--- src/core/e1nb_pkg.sv ---
package e1nb_pkg;
	// ********************************
	// Behaviour
	// - With enable bit 4 set, entering or leaving debounced Sa6 = 1010 raises an interrupt.
	// - With enable bit 3 set, entering or leaving debounced Sa6 = 1000 raises an interrupt.
	// - With enable bit 2 set, entering or leaving debounced Sa6 = 001x (LSB ignored) raises an interrupt.
	// - With its enable set, a new debounced Sa6 value matching no monitored pattern raises an interrupt.
	// - With its enable set, entering or leaving debounced Sa6 = 0000 raises an interrupt.
	// - Each Sa6 enable bit is read/write, 1 enables, 0 disables, and resets to 0.
	// - Read-only bit 5 shows 1 while received Sa7 was 0 in at least 2 of the last 3 samples.
	// - Status bit 1 latches each assertion and each release of the Sa7-zero state.
	// - Status bit 0 latches each detection and each clearing of the excessive-zero condition.
	// - Latched status bits read 1 if the event happened since the last read, and clear on read.
	// - The interrupt output rises for an event only when that event's enable bit is set.
	// - Sa6 other and Sa6 0000 events sit at bits 1 and 0 of the Sa6 status register at 0x0B0C.
	// - Sa7 and excessive-zero enables are read/write bits 1 and 0 of their own register, reset 0.
	// ********************************

	// APB word index of each register; byte address is four times the index
	localparam int ADDR_W = 16;
	localparam logic [13:0] SA_STS_IDX = 14'h0b0c;
	localparam logic [13:0] SA_EN_IDX = 14'h0b0d;
	localparam logic [13:0] EZ_STS_IDX = 14'h0b0e;
	localparam logic [13:0] EZ_EN_IDX = 14'h0b0f;
	localparam logic [13:0] SA_CLR_IDX = 14'h0b10;
	localparam logic [13:0] EZ_CLR_IDX = 14'h0b11;

	// Field widths and positions
	localparam int SA_W = 5;
	localparam int EZ_W = 2;
	localparam int BIT_PAT_A = 4;
	localparam int BIT_PAT_B = 3;
	localparam int BIT_PAT_C = 2;
	localparam int BIT_OTHER = 1;
	localparam int BIT_ZERO = 0;
	localparam int BIT_SA7_STATE = 5;
	localparam int BIT_SA7_EVT = 1;
	localparam int BIT_EXZ_EVT = 0;

	// Sa6 patterns; pattern c ignores the least significant bit
	localparam logic [3:0] PAT_A = 4'ha;
	localparam logic [3:0] PAT_B = 4'h8;
	localparam logic [3:0] PAT_C = 4'h2;
	localparam logic [3:0] PAT_C_MASK = 4'he;
	localparam logic [3:0] PAT_ZERO = 4'h0;

	// Debounce depth and reset values
	localparam int DEB_CNT = 3;
	localparam logic [1:0] DEB_LAST = 2'(DEB_CNT - 1);
	localparam logic [3:0] SA6_RST = 4'hf;
	localparam logic [2:0] SA7_HIST_RST = 3'h7;
	localparam logic [SA_W-1:0] SA_EN_RST = 5'h00;
	localparam logic [EZ_W-1:0] EZ_EN_RST = 2'h0;

	// Samples handed over by the receive framer, same clock
	typedef struct packed {
		logic sa6_valid;
		logic [3:0] sa6;
		logic sa7_valid;
		logic sa7;
		logic exz;
	} e1nb_rx_t;
endpackage : e1nb_pkg

--- src/core/e1nb_irq.sv ---
`timescale 1ns/100ps
module e1nb_irq (
	input wire logic pclk,
	input wire logic presetn,
	input wire logic psel,
	input wire logic penable,
	input wire logic pwrite,
	input wire logic [e1nb_pkg::ADDR_W-1:0] paddr,
	input wire logic [31:0] pwdata,
	output logic [31:0] prdata,
	output logic pready,
	output logic pslverr,
	input wire e1nb_pkg::e1nb_rx_t rx,
	output logic irq
);
	import e1nb_pkg::*;

	logic [31:0] prdata_r;
	logic pready_r;
	logic pslverr_r;
	logic irq_r;
	logic [3:0] raw_r;
	logic [3:0] deb_r;
	logic [3:0] dq_r;
	logic [1:0] cnt_r;
	logic [2:0] hist_r;
	logic sa7z_r;
	logic exz_r;
	logic sa7_maj;
	logic [SA_W-1:0] sa_en_r;
	logic [SA_W-1:0] sa_sts_r;
	logic [SA_W-1:0] sa_sts_nxt;
	logic [SA_W-1:0] sa_evt;
	logic [SA_W-1:0] sa_clr;
	logic [SA_W-1:0] hit_now;
	logic [SA_W-1:0] hit_old;
	logic [EZ_W-1:0] ez_en_r;
	logic [EZ_W-1:0] ez_sts_r;
	logic [EZ_W-1:0] ez_sts_nxt;
	logic [EZ_W-1:0] ez_evt;
	logic [EZ_W-1:0] ez_clr;
	logic acc;
	logic done;
	logic [13:0] idx;
	logic [31:0] rd_val;
	logic rd_err;

	assign prdata = prdata_r;
	assign pready = pready_r;
	assign pslverr = pslverr_r;
	assign irq = irq_r;

	// ********************************
	// Sa6 debounce and pattern events
	// ********************************

	// Which monitored pattern a nibble matches; other means none of them
	function automatic logic [SA_W-1:0] pat_hits(input logic [3:0] v);
		pat_hits[BIT_PAT_A] = (v == PAT_A);
		pat_hits[BIT_PAT_B] = (v == PAT_B);
		pat_hits[BIT_PAT_C] = ((v & PAT_C_MASK) == PAT_C);
		pat_hits[BIT_ZERO] = (v == PAT_ZERO);
		pat_hits[BIT_OTHER] = ~(pat_hits[BIT_PAT_A] | pat_hits[BIT_PAT_B] |
			pat_hits[BIT_PAT_C] | pat_hits[BIT_ZERO]);
	endfunction : pat_hits

	assign hit_now = pat_hits(deb_r);
	assign hit_old = pat_hits(dq_r);

	// Same nibble DEB_CNT times in a row before it is believed
	always_ff @(posedge pclk or negedge presetn) begin
		if (!presetn) begin
			raw_r <= SA6_RST;
			cnt_r <= 2'h0;
			deb_r <= SA6_RST;
		end else if (rx.sa6_valid) begin
			raw_r <= rx.sa6;
			if (rx.sa6 != raw_r) begin
				cnt_r <= 2'h0;
			end else if (cnt_r != DEB_LAST) begin
				cnt_r <= cnt_r + 2'h1;
			end
			if (rx.sa6 == raw_r && cnt_r == DEB_LAST - 2'h1) begin
				deb_r <= rx.sa6;
			end
		end
	end

	// Previous debounced value, the reference for change detection
	always_ff @(posedge pclk or negedge presetn) begin
		if (!presetn) begin
			dq_r <= SA6_RST;
		end else begin
			dq_r <= deb_r;
		end
	end

	// Entry and exit both flip the match, so xor catches both edges
	always_comb begin
		sa_evt = hit_now ^ hit_old;
		// Other fires on each new unmatched value, not on leaving it
		sa_evt[BIT_OTHER] = (deb_r != dq_r) && hit_now[BIT_OTHER];
	end

	// ********************************
	// Sa7 majority and excessive zero
	// ********************************

	// Two or more zeros among the last three Sa7 samples
	assign sa7_maj = (~hist_r[0] & ~hist_r[1]) | (~hist_r[0] & ~hist_r[2]) |
		(~hist_r[1] & ~hist_r[2]);

	// History starts all ones so reset does not declare the state
	always_ff @(posedge pclk or negedge presetn) begin
		if (!presetn) begin
			hist_r <= SA7_HIST_RST;
		end else if (rx.sa7_valid) begin
			hist_r <= {hist_r[1:0], rx.sa7};
		end
	end

	// Registered state copies; a difference to the input is the event
	always_ff @(posedge pclk or negedge presetn) begin
		if (!presetn) begin
			sa7z_r <= 1'b0;
			exz_r <= 1'b0;
		end else begin
			sa7z_r <= sa7_maj;
			exz_r <= rx.exz;
		end
	end

	always_comb begin
		ez_evt[BIT_SA7_EVT] = sa7_maj != sa7z_r;
		ez_evt[BIT_EXZ_EVT] = rx.exz != exz_r;
	end

	// ********************************
	// APB slave
	// ********************************

	assign acc = psel & penable;
	assign done = acc & pready_r;
	assign idx = paddr[ADDR_W-1:2];

	// Read mux; reserved bits and write-only registers read zero
	always_comb begin
		rd_val = 32'h0000_0000;
		rd_err = 1'b0;
		case (idx)
			SA_STS_IDX: rd_val[SA_W-1:0] = sa_sts_r;
			SA_EN_IDX: rd_val[SA_W-1:0] = sa_en_r;
			EZ_STS_IDX: begin
				rd_val[BIT_SA7_STATE] = sa7z_r;
				rd_val[EZ_W-1:0] = ez_sts_r;
			end
			EZ_EN_IDX: rd_val[EZ_W-1:0] = ez_en_r;
			SA_CLR_IDX, EZ_CLR_IDX: rd_val = 32'h0000_0000;
			default: rd_err = 1'b1;
		endcase
	end

	// One wait state keeps prdata and pready straight from flops
	always_ff @(posedge pclk or negedge presetn) begin
		if (!presetn) begin
			pready_r <= 1'b0;
			pslverr_r <= 1'b0;
			prdata_r <= 32'h0000_0000;
		end else if (acc && !pready_r) begin
			pready_r <= 1'b1;
			pslverr_r <= rd_err;
			prdata_r <= pwrite ? 32'h0000_0000 : rd_val;
		end else begin
			pready_r <= 1'b0;
			pslverr_r <= 1'b0;
		end
	end

	// Enables load only at the completing edge of a write
	always_ff @(posedge pclk or negedge presetn) begin
		if (!presetn) begin
			sa_en_r <= SA_EN_RST;
			ez_en_r <= EZ_EN_RST;
		end else if (done && pwrite) begin
			if (idx == SA_EN_IDX) begin
				sa_en_r <= pwdata[SA_W-1:0];
			end
			if (idx == EZ_EN_IDX) begin
				ez_en_r <= pwdata[EZ_W-1:0];
			end
		end
	end

	// ********************************
	// Sticky status and interrupt
	// ********************************

	// Clear only the bits already handed out, so late events survive
	always_comb begin
		sa_clr = '0;
		ez_clr = '0;
		if (done && !pwrite && idx == SA_STS_IDX) begin
			sa_clr = prdata_r[SA_W-1:0];
		end
		if (done && !pwrite && idx == EZ_STS_IDX) begin
			ez_clr = prdata_r[EZ_W-1:0];
		end
		if (done && pwrite && idx == SA_CLR_IDX) begin
			sa_clr = pwdata[SA_W-1:0];
		end
		if (done && pwrite && idx == EZ_CLR_IDX) begin
			ez_clr = pwdata[EZ_W-1:0];
		end
		// Set wins over clear in the same cycle
		sa_sts_nxt = (sa_sts_r & ~sa_clr) | sa_evt;
		ez_sts_nxt = (ez_sts_r & ~ez_clr) | ez_evt;
	end

	// Status latches every event; the enable only gates the pin
	always_ff @(posedge pclk or negedge presetn) begin
		if (!presetn) begin
			sa_sts_r <= '0;
			ez_sts_r <= '0;
		end else begin
			sa_sts_r <= sa_sts_nxt;
			ez_sts_r <= ez_sts_nxt;
		end
	end

	// Level output, high while an enabled status bit is set
	always_ff @(posedge pclk or negedge presetn) begin
		if (!presetn) begin
			irq_r <= 1'b0;
		end else begin
			irq_r <= (|(sa_sts_nxt & sa_en_r)) | (|(ez_sts_nxt & ez_en_r));
		end
	end
endmodule : e1nb_irq

--- config.mk ---
export PLATFORM = sky130hd
export DESIGN_NAME = e1nb_irq
export DESIGN_NICKNAME = d
export VERILOG_FILES = /design/src/core/e1nb_pkg.sv /design/src/core/e1nb_irq.sv
export SDC_FILE = /design/constraint.sdc
export NUM_CORES = 1
export LEC_CHECK = 0
export BUFFER_PORTS_ARGS = -buffer_cell sky130_fd_sc_hd__buf_2
export CORE_ASPECT_RATIO = 1.5
export CORE_MARGIN = 2
export CORE_UTILIZATION = 44
export DETAILED_ROUTE_END_ITERATION = 8
export GPL_TIMING_DRIVEN = 0
export PLACE_DENSITY = 0.87
export SLEW_MARGIN = 30
export SYNTH_ARGS = -nofsm -noshare
export SYNTH_HDL_FRONTEND = slang
export SYNTH_SLANG_ARGS = --single-unit
--- constraint.sdc ---
create_clock -name pclk -period 1.51 [get_ports pclk]
set_input_delay 0.0755 -clock pclk [delete_from_list [all_inputs] [get_ports pclk]]
set_output_delay 0.0755 -clock pclk [all_outputs]
set_load 0.01 [all_outputs]
== Word-level counts from Yosys, hierarchy flattened ==
Index checks and enable logic that the tools add are counted.

* $add $sub $neg: 1
* $mul: 0
* Div/mod/pow operators: 0
* Order comparisons: 0
* Equality and inequality tests: 19
* Shifts and indexed selects: 0
* Muxes and demuxes: 13
* Bitwise operators: 28
* Reduce and logical (&&, ||, !) cells: 21

{| class="wikitable"
|+ Operators by type and width
! kind !! number
|-
| equality test 14 x 12 -> 1 bit, second input constant || 6
|-
| equality test 4 bit, second input constant || 4
|-
| bitwise AND 5 bit || 2
|-
| 2-to-1 mux 5 bit || 2
|-
| logical AND 1 bit || 9
|-
| OR 1 bit || 9
|-
| zero test 4 bit || 2
|-
| 2-to-1 mux 2 bit || 4
|-
| inequality test 4 bit || 2
|-
| one-hot mux 2 bit (4 select lines) || 1
|-
| AND reduction 2 bit || 4
|-
| equality test 3 x 1 -> 1 bit, second input constant || 2
|-
| 2-to-1 mux 6 bit || 1
|-
| one-hot mux 3 bit (2 select lines) || 1
|-
| OR reduction 6 bit || 1
|-
| bitwise AND 1 bit || 5
|-
| NOT 1 bit || 5
|-
| NOT 5 bit || 1
|-
| OR 5 bit || 1
|-
| OR reduction 5 bit || 1
|-
| bitwise XOR 5 bit || 1
|-
| bitwise AND 2 bit || 2
|-
| equality test 4 bit || 1
|-
| 2-to-1 mux 1 bit || 4
|-
| other kinds (9) || 11
|}

* Register bits after elaboration: 68
* Bits in latches: 0
* Bits in writable memories: 0
* Memory bits (read-only): 0
* Input bits: 61
* Output and inout bits: 35
* Word-level logic and storage cells: 97
* Memories: 0

== Longest topological paths before layout ==
Gate-level depths: netlist of the first run.

* Depth in word-level cells: 12
* Mapped depth: 8

== Least setup slack after synthesis of the first run ==
No wires, ideal clock.

* Path type: input to register
* Start: input paddr[3] (netlist bit)
* End: register irq_r, in the netlist irq
* Arrival: 1.608 ns
* Setup slack: -0.235 ns
* Stages: 6
* Buffers on the path: 1
* Cell sequence: buf_6 or4b_4 or4_1 a31o_1 a22oi_2 nand3_1

* Cells in the longest elaborated chain, start to end: 10
* Elaborated cells between the ends (all ways): 23
* Those cells by class: eq/ne: 4; mux: 4; bitwise: 9; reduce/logical: 6

{| class="wikitable"
|+ Ends and longest elaborated chain
! what !! RTL line !! RTL
|-
| start, declared || e1nb_irq.sv:8 || <nowiki>input wire logic [e1nb_pkg::ADDR_W-1:0] paddr,</nowiki>
|-
| equality test 14 x 12 -> 1 bit || e1nb_irq.sv:205 || <nowiki>if (done && !pwrite && idx == EZ_STS_IDX) begin</nowiki>
|-
| logical AND 1 bit || e1nb_irq.sv:205 ||
|-
| 2-to-1 mux 2 bit || e1nb_irq.sv:205 ||
|-
| 2-to-1 mux 2 bit (*) || e1nb_irq.sv:211 || <nowiki>if (done && pwrite && idx == EZ_CLR_IDX) begin</nowiki>
|-
| NOT 2 bit (*) || e1nb_irq.sv:216 || <nowiki>ez_sts_nxt = (ez_sts_r & ~ez_clr) | ez_evt;</nowiki>
|-
| bitwise AND 2 bit (*) || e1nb_irq.sv:216 ||
|-
| OR 2 bit (*) || e1nb_irq.sv:216 ||
|-
| named net ez_sts_nxt[1] || e1nb_irq.sv:39 || <nowiki>logic [EZ_W-1:0] ez_sts_nxt;</nowiki>
|-
| bitwise AND 2 bit (*) || e1nb_irq.sv:235 || <nowiki>irq_r <= (|(sa_sts_nxt & sa_en_r)) | (|(ez_sts_nxt & ez_en_r));</nowiki>
|-
| OR reduction 2 bit (*) || e1nb_irq.sv:235 ||
|-
| OR 1 bit (*) || e1nb_irq.sv:235 ||
|-
| end signal, assigned || e1nb_irq.sv:235 ||
|-
| end, declared || e1nb_irq.sv:21 || <nowiki>logic irq_r;</nowiki>
|}

Mark *: on every way through the listed nets, which the timed path passes. The rest lies on a longest branch.
A chain may end at the register's enable or synchronous reset.

== Final worst setup path of the first run ==
* Start: input paddr[3] (netlist bit)
* End: register irq_r, in the netlist irq

* Cells in the longest elaborated chain, start to end: 10
* Elaborated cells between the ends (all ways): 23
* Those cells by class: eq/ne: 4; mux: 4; bitwise: 9; reduce/logical: 6

{| class="wikitable"
|+ Ends and longest elaborated chain
! what !! RTL line !! RTL
|-
| equality test 14 x 12 -> 1 bit || e1nb_irq.sv:202 || <nowiki>if (done && !pwrite && idx == SA_STS_IDX) begin</nowiki>
|-
| logical AND 1 bit || e1nb_irq.sv:202 ||
|-
| 2-to-1 mux 5 bit || e1nb_irq.sv:202 ||
|-
| 2-to-1 mux 5 bit (*) || e1nb_irq.sv:208 || <nowiki>if (done && pwrite && idx == SA_CLR_IDX) begin</nowiki>
|-
| NOT 5 bit (*) || e1nb_irq.sv:215 || <nowiki>sa_sts_nxt = (sa_sts_r & ~sa_clr) | sa_evt;</nowiki>
|-
| bitwise AND 5 bit (*) || e1nb_irq.sv:215 ||
|-
| OR 5 bit (*) || e1nb_irq.sv:215 ||
|-
| named net sa_sts_nxt[2] || e1nb_irq.sv:32 || <nowiki>logic [SA_W-1:0] sa_sts_nxt;</nowiki>
|-
| bitwise AND 5 bit (*) || e1nb_irq.sv:235 ||
|-
| OR reduction 5 bit (*) || e1nb_irq.sv:235 ||
|-
| OR 1 bit (*) || e1nb_irq.sv:235 ||
|}

Marks and branches as above.

==> flow_metrics.py, run 1 <==
metrics = {
    "status": {
        "status": "finished, violations left",
        "failed_checks": "negative setup slack",
    },
    "setup_path": {
        "rr_startpoint": "deb_r[1]$_DFFE_PN1P_",
        "required_ns": 1.68,
        "path_cells": "buf_6, nor4b_1, nand4_1, o21ai_1, o21ai_2, a221oi_2, nand3_1",
        "cpMaxStageDelayCell": "nor4b_1",
        "ff2ff_setup_slack_ns": -0.23,
        "critical_path.endpoint_type": "flip-flop",
        "timing.critical_path.slowest_cell_delay_ns": 0.85,
        "reg2reg_to": "irq$_DFF_PN0_",
        "highest_net_fanout_along_the_worst_path": 8,
        "start_kind": "input port",
        "critPathKind": "input port to flip-flop",
        "timing.reg2reg.worst_path_depth": 6,
        "critical_path_arrival_ns": 1.99,
    },
    "routing": {
        "antenna_violating_nets_post_route": 0,
        "route.vias.total": 1870,
        "drt-total-wl_um": 5070,
        "vias_per_cell": 5.04,
        "drt_drc_violations_left": 0,
        "route.detailed.wl_per_inst_um": 13.7,
        "dr.pass1.iters": 4,
        "first_iter_violations": 89,
    },
    "synthesis": {
        "synth_edf_count": 0,
        "postSynthRegisterBits": 42,
        "synth_async_sr_flop_share_pct": 100,
        "synth.yosys.seq_area_share_pct": 45.6,
        "synthesis.instances": 226,
        "ys.warnings.count": 0,
        "synth-main-ff-cell": "dfrtp_1",
        "post_synthesis_cell_type_count": 42,
        "avg_synthesized_cell_area_um2": 10.4,
        "post_synth_instance_area_um2": 2350,
    },
    "clock_tree": {
        "htree_num_levels": 2,
        "tritoncts": "built",
        "clock_insertion_delay_worst_skew_ns": 0.29,
        "cts.path.max_buffers": 2,
        "clkTransAtPathRegs_ns": 0.08,
        "clkSinkCount": 42,
        "cts-root-buf": "clkbuf_8",
        "cts_buffers": 5,
    },
    "power_and_ir_drop": {
        "seqPwrFrac_pct": 45.1,
        "power.internal_mw": 2.17,
        "power-per-cell-area_nw_per_um2": 931,
        "maximum_vdd_drop_mv": 0.981,
        "switchingPower_mw": 0.669,
        "leakagePower_nw": 1.42,
        "p_clk_share_pct": 37.9,
        "power.switching_fraction_pct": 23.5,
        "pwr-share-comb_pct": 17.0,
        "total_power_consumption_of_the_routed_design_mw": 2.84,
    },
    "global_route": {
        "grt_first_pass_wirelength_um": 8290,
        "groute.usage.overall_pct": 17.7,
        "pin_count_of_the_biggest_net_entering_global_routing": 43,
        "grt_overflow_total": 0,
        "number_of_antenna_violations_at_the_first_check_in_global_routing": 0,
        "first_global_vias": 1865,
    },
    "sta": {
        "slew_headroom_pct": 34.0,
        "timing_hold_violations_final": 0,
        "max_freq_ghz": 0.550,
        "setup_viol": 9,
        "finalSetupTns_ns": -0.671,
        "timing_worst_slew_pin_value_ns": 0.976,
        "final_period_minus_worst_setup_slack_ns": 1.82,
        "finalCritPeriodShare_pct": 120,
        "finClkSkew_ns": 0.00692,
        "setup_repair_after_global_routing_missed_its_margin": "true",
        "finalHoldWorstSlack_ns": 0.0106,
        "setup_ws_ns": -0.307,
        "timing_max_transition_violations_final": 0,
    },
    "cells_and_area": {
        "finalNetCount": 365,
        "final_area_um2": 3050,
        "syn2layout_area_growth_pct": 30.1,
        "antenna_diode_count": 0,
        "final_cells": 371,
        "utilization_pct": 59.5,
        "layout_commonest_cell": "buf_2",
        "final_layout_size_suffix_gt1_share_pct": 44.9,
        "final_cell_mix": "buf_2, buf_4, dfrtp_1",
    },
    "placement": {
        "routability_congestion": 0.879,
        "placed_cell_count": 355,
        "detailedPlace.worstSlack_ns": -0.656,
        "post_dp_cell_area_um2": 2730,
        "hpwl_um": 3710,
        "place.port_buffers": 36,
    },
    "worst_hold_path": {
        "hold-path-endpoint": "hist_r[0]$_DFFE_PN1P_",
        "worst_hold_path_type": "input port to flip-flop",
        "worst_hold_startpoint": "rx[1]",
        "hold_path_depth": 2,
    },
    "floorplanning": {
        "design.die.area_um2": 5940,
        "io_pins": 96,
        "dieHeight_um": 93.4,
        "rows": 32,
        "floorplan.initialDensity_pct": 45.8,
        "floorplan.core_area_um2": 5120,
        "dieWidth_um": 63.6,
    },
    "job": {
        "count_of_maximum_capacitance_violations": 0,
    },
}
## timing repair
item                                    4_1_cts  5_1_grt
hold buffers                                  2        0
pin swaps                                    11       10
buffers inserted                              5        2
gates resized for setup                      21       12
endpoints found under the setup margin       11       19
hold endpoints to repair                     28        0
## worst max-delay path by stage
stage / depth (start not counted) / end / start / slack (ns)
final: 7 / irq$_DFF_PN0_ / paddr[3] / -0.31
after global routing: 6 / irq$_DFF_PN0_ / deb_r[1]$_DFFE_PN1P_ / -0.33
after CTS: 7 / irq$_DFF_PN0_ / pready$_DFF_PN0_ / -0.17
after detailed placement: 7 / irq$_DFF_PN0_ / paddr[3] / -0.66
after global placement: 7 / irq$_DFF_PN0_ / paddr[3] / -0.63
after floorplan: 6 / irq$_DFF_PN0_ / paddr[3] / -0.11
## per-layer routing
| layer | part of all wire (%) | up-vias | GRT usage [%] |
|---|---|---|---|
| met5 | 0 | - | 0 |
| met4 | 3.5 | 0 | 7.61 |
| met3 | 7.7 | 18 | 5.42 |
| met2 | 54 | 87 | 33.1 |
| met1 | 35 | 867 | 17.9 |
| li1 | - | 898 | - |
## power by group through the flow
stage,registers [mW],logic [mW],clock network (mW)
floorplan,1.29,0.309,0
global placement,1.30,0.412,0
detailed placement,1.30,0.422,0
CTS,1.28,0.469,1.10
global route,1.29,0.536,1.13
finish,1.28,0.483,1.08
## cell usage after synthesis, drive strengths merged (2+ instances only)
cell	number	share of area [%]
buf	27	8.8
dfrtp	27	29
nand2	20	3.2
mux2	17	8.2
dfstp	15	17
o21ai	14	3.0
inv	10	1.6
nand3	10	2.1
xor2	10	3.7
nor3	8	1.9
nor2	7	1.1
clkbuf	6	0.96
nand4	5	1.3
nor4	5	1.3
nor4b	4	1.5
xnor2	4	1.5
mux2i	3	1.3
or2	3	0.80
or3	3	0.80
a21o	2	0.64
a21oi	2	0.43
a221oi	2	0.75
a22oi	2	0.85
and4b	2	0.85
ha	2	1.1
mux4	2	1.9
nand3b	2	0.64
## kinds of logic (layout without fill, tap and decap cells)
kind of cell / after synthesis / count (layout) / share of synthesized area, %
fa+ha+maj: 2 / 2 / 1.07
other cells: 1 / 26 / 0.160
buf+inv: 43 / 95 / 11.4
simple gates: 74 / 74 / 17.5
flops: 42 / 42 / 45.6
xor+xnor: 14 / 14 / 5.23
compound gates: 28 / 28 / 7.73
mux: 22 / 22 / 11.4
## cell type report
class | instances | area [um2]
well taps | 68 | 85.1
multi-input cells | 166 | 1210
clock inverters | 2 | 60.1
clock buffers | 6 | 82.6
flip-flops and latches | 42 | 1070
plain buffers | 32 | 240
fillers | 462 | 2070
repair buffers | 45 | 267
inverters | 10 | 37.5
## worst max-delay path, delay by kind of cell
family                 cells  cell delay [ns]
buffers and inverters      1             0.12
and+or+nand+nor            3             1.13
AOI/OAI and AO/OA          3             0.67
## state kept, by name (all words and copies together), names as in the netlist
| register | flops |
|---|---|
| cnt_r | 2 |
| deb_r | 4 |
| dq_r | 4 |
| exz_r | 1 |
| ez_en_r | 2 |
| ez_sts_r | 2 |
| hist_r | 3 |
| irq | 1 |
| prdata | 6 |
| pready | 1 |
| pslverr | 1 |
| raw_r | 4 |
| sa7z_r | 1 |
| sa_en_r | 5 |
| sa_sts_r | 5 |
Note: power is estimated with default switching activity, not from simulation.
==> inputs of run 2 (changes only) <==
==> constraint.sdc (replaced) <==
create_clock -name pclk -period 1.51 [get_ports pclk]
set_input_delay 0.302 -clock pclk [delete_from_list [all_inputs] [get_ports pclk]]
set_output_delay 0.302 -clock pclk [all_outputs]
set_load 0.01 [all_outputs]
==> run 2 against run 1 <==
Net effect: the run ends with negative hold slack, negative setup slack left; wire length is 4.4% higher; critical path type is now flip-flop to flip-flop; die area stayed put; largest cell class unchanged; critical path depth down 1; via count grew 2.4%; sequential power about the same; highest routed layer unchanged; final area grew 2.3%; worst hold slack lost 0.035 ns.
==> flow_metrics.py, run 2 (synthesis results as in run 1) <==
metrics = {
    "cells_and_area": {
        "finalNetCount": 367,
        "syn2layout_area_growth_pct": 33.1,
        "layout_commonest_cell": "buf_4",
        "antenna_diode_count": 0,
        "final_cell_mix": "buf_4, buf_2, dfrtp_1",
        "largest_reg_flops": 6,
        "utilization_pct": 60.9,
        "fill_cells": 432,
        "final_layout_size_suffix_gt1_share_pct": 48.9,
    },
    "routing": {
        "drt_drc_violations_left": 0,
        "vias_per_cell": 5.13,
        "route.vias.total": 1914,
        "first_iter_violations": 71,
        "antenna_violating_nets_post_route": 0,
        "route.detailed.wl_per_inst_um": 14.2,
        "drt-total-wl_um": 5300,
        "dr.pass1.iters": 4,
    },
    "sta": {
        "finalCritPeriodShare_pct": 114,
        "setup_repair_after_global_routing_missed_its_margin": "true",
        "finalSetupTns_ns": -0.965,
        "finClkSkew_ns": 0.0102,
        "setup_viol": 12,
        "timing_max_transition_violations_final": 0,
        "finalHoldWorstSlack_ns": -0.0241,
        "timing_hold_violations_final": 27,
        "final_period_minus_worst_setup_slack_ns": 1.71,
        "setup_ws_ns": -0.205,
        "timing_worst_slew_pin_value_ns": 0.524,
        "max_freq_ghz": 0.583,
        "slew_headroom_pct": 65.0,
    },
    "floorplanning": {
        "rows": 32,
        "design.die.area_um2": 5940,
        "io_pins": 96,
        "dieHeight_um": 93.4,
        "floorplan.core_area_um2": 5120,
        "floorplan.initialDensity_pct": 45.8,
        "dieWidth_um": 63.6,
    },
    "setup_path": {
        "crit_family": "simple AND/OR/NAND/NOR gates",
        "required_ns": 1.68,
        "start_kind": "flip-flop",
        "highest_net_fanout_along_the_worst_path": 7,
        "critPathKind": "flip-flop to flip-flop",
        "critical_path.endpoint_type": "flip-flop",
        "timing.critical_path.buf_inv": 0,
        "timing.critical_path.slowest_cell_delay_ns": 0.41,
        "path_cells": "nor4_1, xnor2_1, and2_1, a221oi_1, a221oi_2, nand3_1",
        "timing.reg2reg.worst_path_depth": 6,
        "worst-path-stages": 6,
        "cpMaxStageDelayCell": "dfstp_2",
        "critical_path_arrival_ns": 1.89,
    },
    "clock_tree": {
        "clock_insertion_delay_worst_skew_ns": 0.30,
        "cts-root-buf": "clkbuf_8",
        "tritoncts": "built",
        "clkTransAtPathRegs_ns": 0.08,
        "cts_buffers": 5,
        "htree_num_levels": 2,
        "cts.path.max_buffers": 2,
        "clkSinkCount": 42,
    },
    "power_and_ir_drop": {
        "switchingPower_mw": 0.695,
        "maximum_vdd_drop_mv": 0.781,
        "pwr-share-comb_pct": 17.5,
        "power.internal_mw": 2.14,
        "p_clk_share_pct": 37.2,
        "power.switching_fraction_pct": 24.5,
        "leakagePower_nw": 1.46,
        "power-per-cell-area_nw_per_um2": 909,
        "seqPwrFrac_pct": 45.2,
    },
    "placement": {
        "place.port_buffers": 36,
        "hpwl_um": 3780,
        "routability_congestion": 0.876,
    },
    "job": {
        "count_of_maximum_capacitance_violations": 0,
    },
    "global_route": {
        "grt_first_pass_wirelength_um": 8630,
        "grt_overflow_total": 0,
        "number_of_antenna_violations_at_the_first_check_in_global_routing": 0,
        "pin_count_of_the_biggest_net_entering_global_routing": 43,
        "first_global_vias": 1912,
        "groute.usage.overall_pct": 18.4,
    },
    "worst_hold_path": {
        "worst_hold_path_type": "input port to async pin",
    },
    "status": {
        "failed_checks": "negative hold slack, negative setup slack",
        "status": "finished, violations left",
    },
}
## run 2: worst paths after layout
kind,start,to,slack [ns]
worst max-delay path,deb_r[0]$_DFFE_PN1P_,irq$_DFF_PN0_,-0.20
worst max register to register,deb_r[0]$_DFFE_PN1P_,irq$_DFF_PN0_,-0.20
worst min-delay path,presetn,cnt_r[0]$_DFFE_PN0P_,-0.02
max in group asynchronous,presetn,dq_r[2]$_DFF_PN1_,1.16
worst min register to register,deb_r[2]$_DFFE_PN1P_,dq_r[2]$_DFF_PN1_,0.37
min in group pclk,rx[0],exz_r$_DFF_PN0_,0.13
## run 2: power groups by stage
stage          registers (mW)  logic [mW]  clock network, mW
4_1_cts                  1.28       0.473               1.07
3_3_place_gp             1.30       0.415                  0
3_5_place_dp             1.30       0.422                  0
6_report                 1.28       0.498               1.06
2_1_floorplan            1.29       0.310                  0
5_1_grt                  1.29       0.550               1.11
## run 2: stage by stage
| stage | worst slack, ns | instances | instance area (um2) | power [mW] | hold WS, ns |
|---|---|---|---|---|---|
| final | -0.205 | 373 | 3120 | 2.84 | -0.0241 |
| after global routing | -0.304 | 373 | 3120 | 2.95 | 0.0120 |
| after CTS | -0.201 | 372 | 3040 | 2.83 | 0.130 |
| after detailed placement | -0.825 | 355 | 2740 | 1.72 | 0.358 |
| after global placement | -0.819 | 355 | 2740 | 1.71 | 0.355 |
| after floorplan | -0.331 | 251 | 2480 | 1.60 | 0.00641 |
## run 2: final cells by class
type | count | area (um2) | share of cell area [%]
multi-input combinational | 166 | 1260 | 40.4
clock inverter | 3 | 68.8 | 2.20
sequential | 42 | 1070 | 34.3
tap | 68 | 85.1 | 2.73
clock buffer | 5 | 68.8 | 2.20
inverter | 10 | 37.5 | 1.20
buffer | 32 | 253 | 8.10
timing repair buffer | 47 | 279 | 8.94
## run 2: layer usage
layer	vias to the layer above	share of wire [%]	track usage (%)
li1	899	-	-
met3	10	7.1	5.54
met1	918	34	17.8
met2	87	57	35.1
met5	-	0	0
met4	0	1.8	8.33
## run 2: timing repair
action,CTS,global route
setup endpoints to repair,14,17
buffers inserted,9,2
pin swaps,15,8
hold buffers,0,0
gates resized for setup,30,19
cloned,0,0
==> inputs of run 3 (changes only) <==
CTS_CLUSTER_DIAMETER = 50   (was unset)
SKIP_CTS_REPAIR_TIMING = 1   (was unset)
clock period = 1.4 ns   (was 1.51 ns; I/O delays follow)
==> run 3 against run 2 <==
Net effect: register-to-register slack worse by 0.09 ns; wire length rose by 8.5%; the flow still finishes with violations (negative hold slack, negative setup slack); critical path depth up 1; clock-buffer cell count increased by 1; setup slack got worse by 0.094 ns; combinational power increased by 29%; clock skew is 0.0037 ns higher; via count shrank 0.10%; global-route usage shrank 0.60 points; largest cell class unchanged.
==> flow_metrics.py, run 3 (synthesis results as in run 1) <==
metrics = {
    "status": {
        "status": "finished, violations left",
        "failed_checks": "negative hold slack, negative setup slack",
    },
    "sta": {
        "setup_viol": 15,
        "slew_headroom_pct": 65.0,
        "setup_ws_ns": -0.299,
        "finalCritPeriodShare_pct": 121,
        "timing_hold_violations_final": 27,
        "max_freq_ghz": 0.588,
        "timing_worst_slew_pin_value_ns": 0.525,
        "timing_max_transition_violations_final": 0,
        "setup_repair_after_global_routing_missed_its_margin": "true",
        "finClkSkew_ns": 0.0139,
        "finalHoldWorstSlack_ns": -0.0510,
        "final_period_minus_worst_setup_slack_ns": 1.70,
    },
    "setup_path": {
        "path_cells": "buf_2, and4b_2, nand3_4, or3_4, nor3_4, buf_6, mux2_4",
        "critPathKind": "input port to flip-flop",
        "required_ns": 1.59,
        "critical_path.endpoint_type": "flip-flop",
        "timing.reg2reg.worst_path_depth": 5,
        "highest_net_fanout_along_the_worst_path": 6,
        "critical_path_arrival_ns": 1.89,
        "start_kind": "input port",
        "cpMaxStageDelayCell": "or3_4",
        "timing.critical_path.slowest_cell_delay_ns": 0.42,
    },
    "routing": {
        "first_iter_violations": 58,
        "dr.pass1.iters": 4,
        "route.vias.total": 1912,
        "antenna_violating_nets_post_route": 0,
        "drt_drc_violations_left": 0,
        "route.detailed.wl_per_inst_um": 15.4,
        "drt-total-wl_um": 5750,
        "vias_per_cell": 5.13,
    },
    "power_and_ir_drop": {
        "power.switching_fraction_pct": 28.6,
        "seqPwrFrac_pct": 48.8,
        "maximum_vdd_drop_mv": 0.884,
        "pwr-share-comb_pct": 22.4,
        "leakagePower_nw": 1.45,
        "power.internal_mw": 2.04,
        "power-per-cell-area_nw_per_um2": 912,
        "p_clk_share_pct": 28.9,
        "switchingPower_mw": 0.821,
        "total_power_consumption_of_the_routed_design_mw": 2.87,
    },
    "floorplanning": {
        "floorplan.core_area_um2": 5120,
        "dieWidth_um": 63.6,
        "rows": 32,
        "dieHeight_um": 93.4,
        "design.die.area_um2": 5940,
        "io_pins": 96,
        "floorplan.initialDensity_pct": 45.8,
    },
    "cells_and_area": {
        "final_cell_mix": "buf_4, buf_2, dfrtp_1",
        "fill_cells": 424,
        "final_layout_size_suffix_gt1_share_pct": 51.8,
        "layout_commonest_cell": "buf_4",
        "largest_reg_flops": 6,
        "utilization_pct": 61.3,
        "finalNetCount": 367,
        "antenna_diode_count": 0,
        "syn2layout_area_growth_pct": 34.0,
    },
    "global_route": {
        "met3_usage_grt_pct": 4.33,
        "grt_first_pass_wirelength_um": 8180,
        "grt_util_met1_pct": 18.1,
        "pin_count_of_the_biggest_net_entering_global_routing": 43,
        "first_global_vias": 1824,
        "gr-max-usage-layer": "met2",
        "global_route.usage.met2_pct": 33.3,
        "grt_overflow_total": 0,
        "number_of_antenna_violations_at_the_first_check_in_global_routing": 0,
        "groute.usage.overall_pct": 17.8,
    },
    "placement": {
        "routability_congestion": 0.799,
        "hpwl_um": 3930,
        "place.port_buffers": 36,
    },
    "clock_tree": {
        "clock_insertion_delay_worst_skew_ns": 0.31,
        "htree_num_levels": 2,
        "clkTransAtPathRegs_ns": 0.09,
        "cts-root-buf": "clkbuf_8",
        "clkSinkCount": 42,
        "cts_buffers": 5,
        "tritoncts": "built",
        "cts.path.max_buffers": 2,
    },
    "worst_hold_path": {
        "worst_hold_path_type": "input port to async pin",
    },
    "job": {
        "count_of_maximum_capacitance_violations": 0,
    },
}
run 3: critical path: cells and delay by family:
family | cells | cell delay [ns]
simple gates | 4 | 1.04
mux | 1 | 0.31
buf+inv | 2 | 0.26
run 3: worst paths after layout:
kind                                      start                      to  slack, ns
setup / recovery                      paddr[12]  sa_en_r[4]$_DFFE_PN0P_      -0.30
hold / removal                          presetn           irq$_DFF_PN0_      -0.05
setup reg to reg               pready$_DFF_PN0_  sa_en_r[4]$_DFFE_PN0P_      -0.29
hold reg to reg            deb_r[2]$_DFFE_PN1P_       dq_r[2]$_DFF_PN1_       0.38
max in group asynchronous               presetn       dq_r[2]$_DFF_PN1_       1.07
min in group pclk                         rx[0]         exz_r$_DFF_PN0_       0.10
run 3: layout make-up:
| cell class | instances | area (um2) | share of cell area [%] |
|---|---|---|---|
| Buffer | 32 | 255 | 8.12 |
| Tap cell | 68 | 85.1 | 2.71 |
| Inverter | 10 | 37.5 | 1.19 |
| Timing Repair Buffer | 47 | 282 | 8.96 |
| Clock buffer | 6 | 82.6 | 2.63 |
| Sequential cell | 42 | 1070 | 34.0 |
| Multi-Input combinational cell | 166 | 1320 | 42.0 |
| Clock inverter | 2 | 12.5 | 0.398 |
run 3: power by group through the flow:
stage                     sequential, mW  clock, mW  combinational [mW]
after floorplan                     1.39          0               0.340
after detailed placement            1.40          0               0.481
final                               1.40      0.827               0.641
after global placement              1.40          0               0.457
after global routing                1.41      0.875               0.698
after CTS                           1.38      0.844               0.481
run 3: per-stage QoR:
step,hold slack [ns],std cells,instance area [um2],setup slack (ns),TNS (ns)
3_5_place_dp,0.359,355,2760,-0.864,-9.81
2_1_floorplan,-0.0156,251,2500,-0.419,-3.51
6_report,-0.0510,373,3140,-0.299,-2.69
4_1_cts,0.0985,363,2860,-0.616,-4.90
3_3_place_gp,0.354,355,2760,-0.857,-8.78
5_1_grt,0.00677,373,3140,-0.396,-3.76
run 3: layer usage:
metal / share of wire, % / vias up
met2: 55 / 89
met5: 0 / -
met4: 2.8 / 0
met3: 7.1 / 17
met1: 35 / 903
li1: - / 903
